--- src/logic/sbhl_pkg.sv ---
// Contract
// - host-assisted boot uses only lines 0-9
// - multi-byte values assembled msb first, unaligned
// - line 0 bit 7 selects eeprom size
// - decode three-bit sdram size field
// - two-bit sdram clock field sets memory clock
// - line 0 bit 1 selects eeprom bus speed
// - line 0 bit 0 selects test mode
// - subsystem ids from lines 1 to 4
// - line 9 bit 7 is boot type
// - init, wait pll lock, enable memory paths
package sbhl_pkg;
    localparam int unsigned CLK_HZ          = 20_000_000;
    localparam int unsigned SLOW_HZ         = 100_000;
    localparam int unsigned FAST_HZ         = 400_000;
    // quarter-period of the serial clock in system cycles
    localparam int unsigned SLOW_Q          = CLK_HZ / (SLOW_HZ * 4);
    localparam int unsigned FAST_Q          = CLK_HZ / (FAST_HZ * 4);
    localparam logic [7:0]  DEV_ADDR_WR     = 8'h00_A0;
    localparam logic [7:0]  DEV_ADDR_RD     = 8'h00_A1;
    localparam logic [7:0]  LAST_HOST_LINE  = 8'h00_09;
    localparam logic [7:0]  LAST_AUTO_LINE  = 8'h00_0E;
    localparam logic [7:0]  BASE_B0         = 8'h00_EF;
    localparam logic [7:0]  BASE_B1         = 8'h00_F0;
    localparam logic [7:0]  BASE_B2         = 8'h00_04;
    localparam logic [7:0]  BASE_B3         = 8'h00_00;
    localparam int unsigned BIT_LINES       = 7;
    localparam int unsigned BIT_SPEED       = 1;
    localparam int unsigned BIT_TEST        = 0;
    localparam int unsigned BIT_BOOT        = 7;
    localparam int unsigned BIT_PCICLK      = 6;
    localparam int unsigned BIT_PREF        = 5;
    localparam logic [10:0] MAX_BYTES       = 11'h07_D0;
    typedef enum logic [2:0] {
        SBHL_OP_START = 3'h0,
        SBHL_OP_WBYTE = 3'h1,
        SBHL_OP_RBYTE = 3'h2,
        SBHL_OP_STOP  = 3'h3
    } sbhl_op_type;
endpackage : sbhl_pkg

--- src/logic/sbhl_twi.sv ---
module sbhl_twi
    import sbhl_pkg::*;
(
    // clock and reset
    input  wire logic              sys_clk,
    input  wire logic              reset_n,
    // command
    input  wire logic              cmd_valid,
    input  wire sbhl_pkg::sbhl_op_type cmd_op,
    input  wire logic [7:0]        cmd_data,
    input  wire logic              cmd_last,
    input  wire logic              fast,
    output logic                   cmd_ready,
    output logic                   done,
    output logic [7:0]             rd_data,
    output logic                   nack,
    // serial pins
    input  wire logic              scl_in,
    output logic                   scl_oe,
    input  wire logic              sda_in,
    output logic                   sda_oe
);
    import sbhl_pkg::*;
    logic [1:0]  sda_sync_q;
    logic [1:0]  scl_sync_q;
    logic [15:0] tick_q;
    logic [1:0]  phase_q;
    logic [3:0]  bit_q;
    logic        busy_q;
    sbhl_op_type op_q;
    logic [8:0]  sh_q;
    logic        tick;
    logic [15:0] qlen;

    assign qlen      = fast ? 16'(FAST_Q) : 16'(SLOW_Q);
    assign tick      = (tick_q == qlen - 16'h0001);
    assign cmd_ready = !busy_q;

    always_ff @(posedge sys_clk or negedge reset_n) begin
        if (!reset_n) begin
            sda_sync_q <= 2'h0;
            scl_sync_q <= 2'h0;
        end else begin
            sda_sync_q <= {sda_sync_q[0], sda_in};
            scl_sync_q <= {scl_sync_q[0], scl_in};
        end
    end

    always_ff @(posedge sys_clk or negedge reset_n) begin
        if (!reset_n) begin
            tick_q <= 16'h0000;
        end else if (!busy_q || tick) begin
            tick_q <= 16'h0000;
        end else begin
            tick_q <= tick_q + 16'h0001;
        end
    end

    always_ff @(posedge sys_clk or negedge reset_n) begin
        if (!reset_n) begin
            busy_q    <= 1'b0;
            op_q      <= SBHL_OP_STOP;
            phase_q   <= 2'h0;
            bit_q     <= 4'h0;
            sh_q      <= 9'h000;
            scl_oe    <= 1'b0;
            sda_oe    <= 1'b0;
            done      <= 1'b0;
            rd_data   <= 8'h00;
            nack      <= 1'b0;
        end else begin
            done <= 1'b0;
            if (!busy_q) begin
                if (cmd_valid) begin
                    busy_q    <= 1'b1;
                    op_q      <= cmd_op;
                    phase_q   <= 2'h0;
                    bit_q     <= 4'h0;
                    sh_q      <= (cmd_op == SBHL_OP_WBYTE) ? {cmd_data, 1'b1}
                                                           : 9'h1FF;
                end
            end else if (tick) begin
                phase_q <= phase_q + 2'h1;
                unique case (op_q)
                    SBHL_OP_START: begin
                        unique case (phase_q)
                            2'h0: begin sda_oe <= 1'b0; scl_oe <= 1'b0; end
                            2'h1: sda_oe <= 1'b1;
                            2'h2: scl_oe <= 1'b1;
                            2'h3: begin busy_q <= 1'b0; done <= 1'b1; end
                        endcase
                    end
                    SBHL_OP_STOP: begin
                        unique case (phase_q)
                            2'h0: begin scl_oe <= 1'b1; sda_oe <= 1'b1; end
                            2'h1: scl_oe <= 1'b0;
                            2'h2: sda_oe <= 1'b0;
                            2'h3: begin busy_q <= 1'b0; done <= 1'b1; end
                        endcase
                    end
                    default: begin
                        unique case (phase_q)
                            2'h0: begin
                                // ack or nack of a read byte is chosen from cmd_last: nack on the last line, ack otherwise
                                if (bit_q == 4'h8 && op_q == SBHL_OP_RBYTE) begin
                                    sda_oe <= !cmd_last;
                                end else begin
                                    sda_oe <= !sh_q[8];
                                end
                            end
                            2'h1: scl_oe <= 1'b0;
                            2'h2: begin
                                if (scl_sync_q[1]) begin
                                    sh_q <= {sh_q[7:0], sda_sync_q[1]};
                                end else begin
                                    phase_q <= phase_q;
                                end
                            end
                            2'h3: begin
                                scl_oe <= 1'b1;
                                bit_q  <= bit_q + 4'h1;
                                if (bit_q == 4'h7) begin
                                    // byte complete before the ack slot
                                    rd_data <= sh_q[7:0];
                                end
                                if (bit_q == 4'h8) begin
                                    busy_q  <= 1'b0;
                                    done    <= 1'b1;
                                    nack    <= sh_q[0] && (op_q == SBHL_OP_WBYTE);
                                end
                            end
                        endcase
                    end
                endcase
            end
        end
    end
endmodule : sbhl_twi

--- src/logic/sbhl_loader.sv ---
module sbhl_loader
    import sbhl_pkg::*;
(
    // clock and reset
    input  wire logic              sys_clk,
    input  wire logic              reset_n,
    // serial eeprom pins
    input  wire logic              scl_in,
    output logic                   scl_oe,
    input  wire logic              sda_in,
    output logic                   sda_oe,
    // clock system
    input  wire logic              pll_lock,
    // decoded line 0
    output logic                   eeprom_large,
    output logic [2:0]             sdram_size_code,
    output logic [6:0]             sdram_size_mb,
    output logic [1:0]             sdram_clk_sel,
    output logic                   eeprom_fast,
    output logic                   test_mode,
    // configuration values
    output logic [15:0]            subsystem_id,
    output logic [15:0]            subsystem_vendor_id,
    output logic [19:0]            memory_config_word,
    output logic [7:0]             clock_multiplier_settings,
    output logic                   boot_autonomous,
    output logic                   internal_pci_clk_en,
    output logic                   sdram_prefetchable,
    output logic [10:0]            program_byte_count,
    output logic [31:0]            register_aperture_base,
    // status
    output logic                   config_valid,
    output logic                   memory_paths_en,
    output logic                   main_processor_reset,
    output logic                   header_error,
    output logic                   eeprom_error
);
    import sbhl_pkg::*;
    typedef enum logic [3:0] {
        SBHL_S_START  = 4'h0,
        SBHL_S_DEVW   = 4'h1,
        SBHL_S_ADDRH  = 4'h2,
        SBHL_S_ADDRL  = 4'h3,
        SBHL_S_RSTART = 4'h4,
        SBHL_S_DEVR   = 4'h5,
        SBHL_S_READ   = 4'h6,
        SBHL_S_STOP   = 4'h7,
        SBHL_S_LOCK   = 4'h8,
        SBHL_S_IDLE   = 4'h9
    } sbhl_state_type;

    sbhl_state_type state_q;
    logic [7:0]     line_q;
    logic [7:0]     last_line;
    logic           issued_q;
    logic           cmd_valid;
    sbhl_op_type    cmd_op;
    logic [7:0]     cmd_data;
    logic           cmd_ready;
    logic           done;
    logic [7:0]     rd_data;
    logic           nack;
    logic           cmd_last;
    logic           boot_live;
    logic [1:0]     lock_sync_q;

    // host-assisted stops after line 9; line 9 decides from its own boot bit
    assign boot_live = (line_q == LAST_HOST_LINE) ? rd_data[BIT_BOOT] : boot_autonomous;
    assign last_line = boot_live ? LAST_AUTO_LINE : LAST_HOST_LINE;
    assign cmd_last  = (line_q == last_line);

    sbhl_twi u_twi (
        .sys_clk   (sys_clk),
        .reset_n   (reset_n),
        .cmd_valid (cmd_valid),
        .cmd_op    (cmd_op),
        .cmd_data  (cmd_data),
        .cmd_last  (cmd_last),
        .fast      (eeprom_fast),
        .cmd_ready (cmd_ready),
        .done      (done),
        .rd_data   (rd_data),
        .nack      (nack),
        .scl_in    (scl_in),
        .scl_oe    (scl_oe),
        .sda_in    (sda_in),
        .sda_oe    (sda_oe)
    );

    assign cmd_valid = !issued_q && (state_q != SBHL_S_LOCK) && (state_q != SBHL_S_IDLE);

    // pll lock comes from another domain
    always_ff @(posedge sys_clk or negedge reset_n) begin
        if (!reset_n) begin
            lock_sync_q <= 2'h0;
        end else begin
            lock_sync_q <= {lock_sync_q[0], pll_lock};
        end
    end

    always_comb begin
        cmd_op   = SBHL_OP_WBYTE;
        cmd_data = 8'h00;
        unique case (state_q)
            SBHL_S_START,
            SBHL_S_RSTART: cmd_op = SBHL_OP_START;
            SBHL_S_DEVW:   cmd_data = DEV_ADDR_WR;
            SBHL_S_ADDRH:  cmd_data = 8'h00;
            SBHL_S_ADDRL:  cmd_data = 8'h00;
            SBHL_S_DEVR:   cmd_data = DEV_ADDR_RD;
            SBHL_S_READ:   cmd_op = SBHL_OP_RBYTE;
            SBHL_S_STOP:   cmd_op = SBHL_OP_STOP;
            default:       cmd_op = SBHL_OP_STOP;
        endcase
    end

    always_ff @(posedge sys_clk or negedge reset_n) begin
        if (!reset_n) begin
            state_q  <= SBHL_S_START;
            issued_q <= 1'b0;
            line_q   <= 8'h00;
        end else begin
            if (cmd_valid && cmd_ready) begin
                issued_q <= 1'b1;
            end
            if (done) begin
                issued_q <= 1'b0;
                unique case (state_q)
                    SBHL_S_START:  state_q <= SBHL_S_DEVW;
                    SBHL_S_DEVW:   state_q <= nack ? SBHL_S_STOP
                                            : (eeprom_large ? SBHL_S_ADDRH : SBHL_S_ADDRL);
                    SBHL_S_ADDRH:  state_q <= nack ? SBHL_S_STOP : SBHL_S_ADDRL;
                    SBHL_S_ADDRL:  state_q <= nack ? SBHL_S_STOP : SBHL_S_RSTART;
                    SBHL_S_RSTART: state_q <= SBHL_S_DEVR;
                    SBHL_S_DEVR:   state_q <= nack ? SBHL_S_STOP : SBHL_S_READ;
                    SBHL_S_READ: begin
                        line_q <= line_q + 8'h01;
                        if (cmd_last) begin
                            state_q <= SBHL_S_STOP;
                        end
                    end
                    SBHL_S_STOP:   state_q <= SBHL_S_LOCK;
                    default:       state_q <= state_q;
                endcase
            end else if (state_q == SBHL_S_LOCK && lock_sync_q[1]) begin
                state_q <= SBHL_S_IDLE;
            end
        end
    end

    always_ff @(posedge sys_clk or negedge reset_n) begin
        if (!reset_n) begin
            eeprom_error <= 1'b0;
        end else if (done && nack && state_q != SBHL_S_READ) begin
            eeprom_error <= 1'b1;
        end
    end

    // header bytes, multi-byte values msb first
    always_ff @(posedge sys_clk or negedge reset_n) begin
        if (!reset_n) begin
            eeprom_large              <= 1'b0;
            sdram_size_code           <= 3'h0;
            sdram_clk_sel             <= 2'h0;
            eeprom_fast               <= 1'b0;
            test_mode                 <= 1'b0;
            subsystem_id              <= 16'h0000;
            subsystem_vendor_id       <= 16'h0000;
            memory_config_word        <= 20'h0_0000;
            clock_multiplier_settings <= 8'h00;
            boot_autonomous           <= 1'b0;
            internal_pci_clk_en       <= 1'b0;
            sdram_prefetchable        <= 1'b0;
            program_byte_count        <= 11'h000;
            register_aperture_base    <= 32'h0000_0000;
        end else if (done && state_q == SBHL_S_READ) begin
            unique case (line_q)
                8'h00: begin
                    eeprom_large    <= rd_data[BIT_LINES];
                    sdram_size_code <= rd_data[6:4];
                    sdram_clk_sel   <= rd_data[3:2];
                    eeprom_fast     <= rd_data[BIT_SPEED];
                    test_mode       <= rd_data[BIT_TEST];
                end
                8'h01: subsystem_id[15:8]        <= rd_data;
                8'h02: subsystem_id[7:0]         <= rd_data;
                8'h03: subsystem_vendor_id[15:8] <= rd_data;
                8'h04: subsystem_vendor_id[7:0]  <= rd_data;
                8'h05: memory_config_word[19:16] <= rd_data[3:0];
                8'h06: memory_config_word[15:8]  <= rd_data;
                8'h07: memory_config_word[7:0]   <= rd_data;
                8'h08: clock_multiplier_settings <= rd_data;
                8'h09: begin
                    boot_autonomous           <= rd_data[BIT_BOOT];
                    internal_pci_clk_en       <= rd_data[BIT_PCICLK];
                    sdram_prefetchable        <= rd_data[BIT_PREF];
                    program_byte_count[10:8]  <= rd_data[2:0];
                end
                8'h0A: program_byte_count[7:0]     <= rd_data;
                8'h0B: register_aperture_base[31:24] <= rd_data;
                8'h0C: register_aperture_base[23:16] <= rd_data;
                8'h0D: register_aperture_base[15:8]  <= rd_data;
                8'h0E: register_aperture_base[7:0]   <= rd_data;
                default: ;
            endcase
        end
    end

    always_comb begin
        unique case (sdram_size_code)
            3'h0, 3'h1: sdram_size_mb = 7'd1;
            3'h2:       sdram_size_mb = 7'd2;
            3'h3:       sdram_size_mb = 7'd4;
            3'h4:       sdram_size_mb = 7'd8;
            3'h5:       sdram_size_mb = 7'd16;
            3'h6:       sdram_size_mb = 7'd32;
            3'h7:       sdram_size_mb = 7'd64;
        endcase
    end

    assign config_valid    = (state_q == SBHL_S_LOCK) || (state_q == SBHL_S_IDLE);
    assign memory_paths_en = (state_q == SBHL_S_IDLE);
    // processor stays in reset in both modes; program load is outside this block
    assign main_processor_reset = 1'b1;

    // image sanity: fixed base and byte count
    assign header_error = config_valid && boot_autonomous &&
        ((register_aperture_base != {BASE_B0, BASE_B1, BASE_B2, BASE_B3}) ||
         (program_byte_count[1:0] != 2'h0) ||
         (program_byte_count > MAX_BYTES));
endmodule : sbhl_loader

--- config.mk ---
export PLATFORM = sky130hd
export DESIGN_NAME = sbhl_loader
export DESIGN_NICKNAME = d
export VERILOG_FILES = /design/src/logic/sbhl_pkg.sv /design/src/logic/sbhl_twi.sv /design/src/logic/sbhl_loader.sv
export SDC_FILE = /design/constraint.sdc
export NUM_CORES = 1
export LEC_CHECK = 0
export BUFFER_PORTS_ARGS = -buffer_cell sky130_fd_sc_hd__buf_2
export CAP_MARGIN = 20
export CORE_ASPECT_RATIO = 1.5
export CORE_MARGIN = 2
export CORE_UTILIZATION = 60
export DETAILED_ROUTE_END_ITERATION = 7
export GPL_ROUTABILITY_DRIVEN = 0
export GPL_TIMING_DRIVEN = 0
export MAX_ROUTING_LAYER = met4
export PLACE_DENSITY = 0.84
export SKIP_LAST_GASP = 1
export SLEW_MARGIN = 20
export SYNTH_ARGS = -nofsm -noshare
export SYNTH_HDL_FRONTEND = slang
export SYNTH_SLANG_ARGS = --single-unit
--- constraint.sdc ---
create_clock -name sys_clk -period 3.4 [get_ports sys_clk]
set_input_delay 0.34 -clock sys_clk [delete_from_list [all_inputs] [get_ports sys_clk]]
set_output_delay 0.34 -clock sys_clk [all_outputs]
set_load 0.02 [all_outputs]
After elaboration in Yosys (flattened, before gate mapping)
Memory sizes are Yosys's and may differ from the RTL's.
Cells that the tools add are included.

storage, ports and cells
  register bits after elaboration = 181
  latch bits = 0
  RAM bits = 0
  memory bits (read-only) = 56
  input bits = 5
  output and inout bits = 128
  logic and storage cells = 213
  memories = 1

memories
  name             depth  bits a word  rd ports  clocked after Yosys merged registers in  write ports  RTL line            text
  (no name shown)  8      7            1         0                                        0            sbhl_loader.sv:210  unique case (sdram_size_code)

operators by class
  add/sub/neg operators = 5
  $mul = 0
  divide/modulo/power cells = 0
  $lt $le $gt $ge = 1
  equality and inequality tests = 50
  shift-type cells = 0
  mux-type cells = 57
  bitwise operators = 2
  reductions and logical operators = 57

operators with widths
  cell                     number
  $mux W9                  7
  $eq A8 B4 Y1 const B     7
  $reduce_and A2 Y1        17
  $eq A8 B3 Y1 const B     4
  $mux W4                  8
  $ne A32 B32 Y1 const B   1
  $pmux W4 S8              1
  $reduce_and A5 Y1        5
  $eq A4 B3 Y1 const B     5
  $mux W1                  20
  $add A16 B1 Y16 const B  1
  $eq A16 B16 Y1           1
  $eq A8 B2 Y1 const B     2
  $mux W16                 1
  $pmux W8 S2              1
  $sub A16 B1 Y16 const B  1
  $mux W2                  7
  $pmux W1 S2              7
  $eq A4 B4 Y1 const B     3
  $ne A3 B3 Y1 const B     4
  $gt A11 B11 Y1 const B   1
  $logic_and A1 B1 Y1      11
  $mux W3                  3
  $ne A9 B9 Y1 const B     1
  32 further kinds         53

Depth between registers and ports, before layout
  depth after elaboration = 8
  gate-level depth with buffers = 7
  gate-level depth less buffers = 7

By module
From an unflattened synthesis, not the netlist that was laid out.

unflattened totals
  cells, all modules = 641
  area, all modules = 8041.5 um^2

modules (own cells, without submodules)
  module       times used  cells each  area each (um^2)
  sbhl_loader  1           389         5456.5
  sbhl_twi     1           252         2585.0

Worst setup path after synthesis
No wires, ideal clock.

  path type = reg2reg
  start point = register state_q[3]
  end point = register u_twi.sh_q[1]
  setup time = 0.125 ns
  arrival = 2.352 ns
  required time = 3.275 ns
  path slack = 0.923 ns
  cell stages (with the launch flop) = 6
  cells stage by stage = dfrtp_1 clkbuf_1 nor3b_1 nor3_1 o21ai_2 mux2_2

between the ends
  cells in the longest elaborated chain, start to end = 7
  elaborated cells between the ends (all ways) = 21
  those cells by class = eq/ne: 9; mux: 5; reduce/logical: 7

ends and longest elaborated chain
  element                                                         RTL line            text
  from (decl)                                                     sbhl_loader.sv:52   sbhl_state_type state_q;
  from (signal assigned)                                          sbhl_loader.sv:130  SBHL_S_DEVW: state_q <= nack ? SBHL_S_STOP
  from (signal assigned)                                          sbhl_loader.sv:132  SBHL_S_ADDRH: state_q <= nack ? SBHL_S_STOP : SBHL_S_ADDRL;
  from (signal assigned)                                          sbhl_loader.sv:133  SBHL_S_ADDRL: state_q <= nack ? SBHL_S_STOP : SBHL_S_RSTART;
  $eq A4 B3 Y1 (tied with other cells)                            sbhl_loader.sv:104  unique case (state_q)
  $reduce_or A4 Y1 (no line) or $reduce_or A2 Y1 (tied branches)  -
  $pmux W2 S3                                                     sbhl_loader.sv:104
  $eq A2 B1 Y1                                                    sbhl_twi.sv:79      sh_q <= (cmd_op == SBHL_OP_WBYTE) ? {cmd_data, 1'b1}
  $mux W9                                                         sbhl_twi.sv:79
  $mux W9                                                         sbhl_twi.sv:74      if (cmd_valid) begin
  $mux W9                                                         sbhl_twi.sv:73      if (!busy_q) begin
  to (signal assigned)                                            sbhl_twi.sv:79
  to (signal assigned)                                            sbhl_twi.sv:114     sh_q <= {sh_q[7:0], sda_sync_q[1]};
  to (decl)                                                       sbhl_twi.sv:31      logic [8:0] sh_q;

Several ways; a longest one is shown, not always the timed one. The select of a mux whose other input is x is not followed.
A chain may end at the register's enable or synchronous reset.

Worst setup path in the final report
  start point = register line_q[4]
  end point = register clock_multiplier_settings[6]

between the ends
  cells in the longest elaborated chain, start to end = 2

ends and longest elaborated chain
  element                      RTL line            text
  from (decl)                  sbhl_loader.sv:53   logic [7:0] line_q;
  from (signal assigned)       sbhl_loader.sv:137  line_q <= line_q + 8'h01;
  $eq A8 B4 Y1                 sbhl_loader.sv:177  unique case (line_q)
  $reduce_and A2 Y1 (no line)  -
  to (signal assigned)         sbhl_loader.sv:192  8'h08: clock_multiplier_settings <= rd_data;
  to (decl)                    sbhl_loader.sv:25   output logic [7:0] clock_multiplier_settings,

No other way between the ends.

==> summary.md <==
| Metric | Value |
|---|---|
| Outcome | `finished clean` |
| Num CTS Buffers | `17` |
| DRC viols | `0` |
| Fin. Hold Viols | `0` |
| Port Buffer Count | `~130` |
| Crit. End Element | `flop` |
| Max-cap viol count | `0` |
| Initial antenna violation count | `0` |
| Post-synth ARST share | `between 90% and 100%` |
| Vias in the first global route | `5760` |
| Setup Skew | `around 0.0097 ns` |
| Synthesized Nets | `approximately 630` |
| Critical Path Max Stage Delay | `slightly below 0.8 ns` |
| Maximum vdd ir drop | `about 0.32 mV` |
| CTS root buffer | `clkbuf_16` |
| Area of the die | `0.01405 mm^2` |
| Vias | `between 5000 and 6000` |
| Worst Max-Slew Pin Slew | `1.010 ns` |
| Endpoints failing setup | `0` |
| Die width | `about 97 um` |
| Slowest-stage cell, CP | `nor4_1` |
| Placed Instance Area | `0.008752 mm^2` |
| Register area share after synthesis | `between 50% and 60%` |
| DR iter-0 viols | `~310` |
| Grt ovf | `0` |
| Uppermost routed layer | `met4` |
| Initial core utilization | `roughly three fifths` |
| Netlist cell types | `60` |
| Hold Slack | `0.01560 ns` |
| Post-Layout Inst Area | `between 0.009 and 0.01 mm^2` |
| Fill cells | `789` |
| Largest net degree at the start of global routing | `between 100 and 150` |
| # Post-CTS Setup Buffers | `0` |
| Syn avg cell area | `~13 um^2` |
| Final Max Tran Viols | `0` |
| Synth-to-layout area growth | `19.47%` |
| Wl on met1 | `around 7300 um` |
| WS Path Type | `reg2reg` |
| Rows | `51` |
| Final period util | `82.56%` |
| CTS tree | `done` |
| H-tree depth | `4` |
| Critical Path RT | `roughly 3.7 ns` |
| Sink Count | `180` |
| Post-synthesis cell count | `a little over 600` |
| Achievable clock frequency | `356.3 MHz` |
| RSZ-0062 raised after global routing | `no` |
| Hold_buf cts | `1` |
| Worst Hold Class | `in2reg` |
| WP data arrival | `3.12 ns` |
| Synth warn | `0` |
| Final net count | `slightly below 800` |
| Main synth FF type | `dfrtp_1` |
| PwrDens | `between 400 and 500 mW/mm^2` |
| Final core occ | `between 70 and 80%` |
| #FFs+latches synth | `180` |
| Antenna diodes | `0` |
| Routed WL | `18890 um` |
| First-pass GRT wire length | `30230 um` |
| Clock transition at path regs | `around 0.070 ns` |
| Critical path startpoint category | `flop` |
| Post-synth EDFFs | `0` |
| Final non-filler cell total | `roughly 930` |
| DR vias/cell | `~6` |
| Post-synthesis cell area | `just under 0.008 mm^2` |
| Max FO, Critical Path | `8` |
| DP Wirelength | `approximately 13000 um` |
| CP Cell Sequence | `nor4_1 -> nand2_1 -> nor3_2 -> mux2_2` |
| Final Critical Period | `around 2.8 ns` |
| Layout cells sized above 1 | `41.27%` |
| Core area | `0.01289 mm^2` |
| Drt pass-1 iters | `5` |
| R2r setup slk | `about 0.59 ns` |
| CTS resizes | `0` |
| Wire length on met2 | `approximately 10000 um` |
| Die Ht | `roughly 140 um` |
| Worst-Skew Late Latency | `0.43 ns` |
| Pleak | `0.004937 uW` |
| DR WL met3 | `approximately 830 um` |
| Io pins | `between 100 and 150` |
| DP Cell Count | `between 800 and 900` |
| Clock tree buffer depth | `2` |
| Antenna Violating Nets Remaining | `0` |
| GRT Overall Usage | `between 20% and 30%` |
| Slew margin rel. | `between 30 and 40%` |
| Wire per inst | `between 20 and 25 um` |
## critical path, delay by kind of cell, from the launching register on
family | cells | cell delay, ns
and+or+nand+nor | 3 | 1.83
DFF | 1 | 0.44
muxes | 1 | 0.42
## area by class of cell
class / count / area [um^2] / area share [%]
repair buffers: 133 / 703.2 / 7.488
clock buffers: 18 / 439.2 / 4.677
plain buffers: 21 / 91.34 / 0.9727
clock inverters: 14 / 188.9 / 2.012
multi-input cells: 385 / 3179 / 33.86
flip-flops and latches: 180 / 4507 / 47.99
inverters: 22 / 82.58 / 0.8794
well taps: 159 / 198.9 / 2.119
## registers in the layout (all words and copies together) (netlist names), 2 cells and up
name / cells
clock_multiplier_settings: 8
line_q: 8
lock_sync_q: 2
memory_config_word: 20
program_byte_count: 11
register_aperture_base: 32
sdram_clk_sel: 2
sdram_size_code: 3
state_q: 4
subsystem_id: 16
subsystem_vendor_id: 16
u_twi.bit_q: 4
u_twi.op_q: 2
u_twi.phase_q: 2
u_twi.rd_data: 8
u_twi.scl_sync_q: 2
u_twi.sda_sync_q: 2
u_twi.sh_q: 9
u_twi.tick_q: 16
## metal layers
layer	global-route usage (%)	up-vias
li1	-	2469
met5	-	-
met1	32.34	2866
met4	10.82	0
met3	4.688	40
met2	50.27	203
## cell usage after synthesis (2+ instances only)
cell	instances	share of area, %
a21oi_1	22	1.4
a31o_2	2	0.22
a31oi_1	3	0.24
a32oi_1	2	0.22
and2_1	3	0.24
and3_1	7	0.56
and3b_1	2	0.22
and4_1	4	0.45
clkbuf_1	18	0.86
dfrtp_1	178	57
dfstp_2	2	0.67
ha_1	15	2.4
inv_1	22	1.1
mux2_2	124	18
mux2_4	8	1.5
mux2i_1	2	0.25
nand2_1	28	1.3
nand2b_1	4	0.32
nand3_1	10	0.64
nand4_1	9	0.72
nand4b_1	5	0.56
nor2_1	44	2.1
nor2_2	2	0.16
nor2b_1	2	0.16
nor3_1	8	0.51
nor3_2	3	0.38
nor3b_1	5	0.48
nor4_1	6	0.48
nor4b_2	2	0.38
o2111a_1	2	0.29
o2111ai_1	2	0.22
o21ai_0	10	0.64
o31ai_1	2	0.19
or3_1	2	0.16
or4_1	2	0.19
or4_4	3	0.43
xnor2_1	15	1.7
xor2_1	6	0.67
## metrics by stage
stage,TNS (ns),power [uW],worst slack [ns]
6_report,0,4274,0.5930
2_1_floorplan,0,2188,0.9229
3_5_place_dp,0,2237,0.6072
5_1_grt,0,4385,0.5181
3_3_place_gp,-102.48,2230,-0.5900
4_1_cts,0,4298,0.6338
## cell usage in the layout (no fill, tap or decap), types with 5 or more instances in the layout
cell type,instances
nand2_1,28
xnor2_1,15
inv_1,22
mux2_4,8
xor2_1,6
mux2_2,124
o21ai_0,10
buf_2,131
nor3_1,8
nor2_1,44
a21oi_1,22
nand4b_1,5
dfrtp_1,178
nand4_1,9
nor4_1,6
clkbuf_16,17
nor3b_1,5
and3_1,7
clkbuf_1,18
nand3_1,10
ha_1,15
## path summary, 6_finish.rpt
kind	start	endpoint	cells after the start
setup reg to reg	line_q[4]	clock_multiplier_settings[6]	4
hold / removal	pll_lock	lock_sync_q[0]	1
max in group asynchronous	reset_n	line_q[3]	3
setup / recovery	line_q[4]	clock_multiplier_settings[6]	4
min in group asynchronous	reset_n	register_aperture_base[21]	2
hold reg to reg	u_twi.sda_sync_q[0]	u_twi.sda_sync_q[1]	0
## logic make-up (layout without fill, tap and decap cells)
family / after synthesis / in the layout / share of synthesized area, %
flops: 180 / 180 / 57.34
simple gates: 158 / 158 / 11.38
mux: 134 / 134 / 19.55
compound gates: 55 / 55 / 4.617
buf+inv: 43 / 208 / 2.213
xor+xnor: 21 / 21 / 2.340
fa+ha+maj: 16 / 16 / 2.515
other cells: 1 / 1 / 0.04771
## power by group
part	leakage (uW)	internal (uW)	switching [uW]
sequential	0.00243	2140	1.09
combinational	0.00220	7.89	42.1
clock	0.000308	1200	877
total	0.00494	3350	920
No activity file was read; power rests on OpenSTA's default activity.
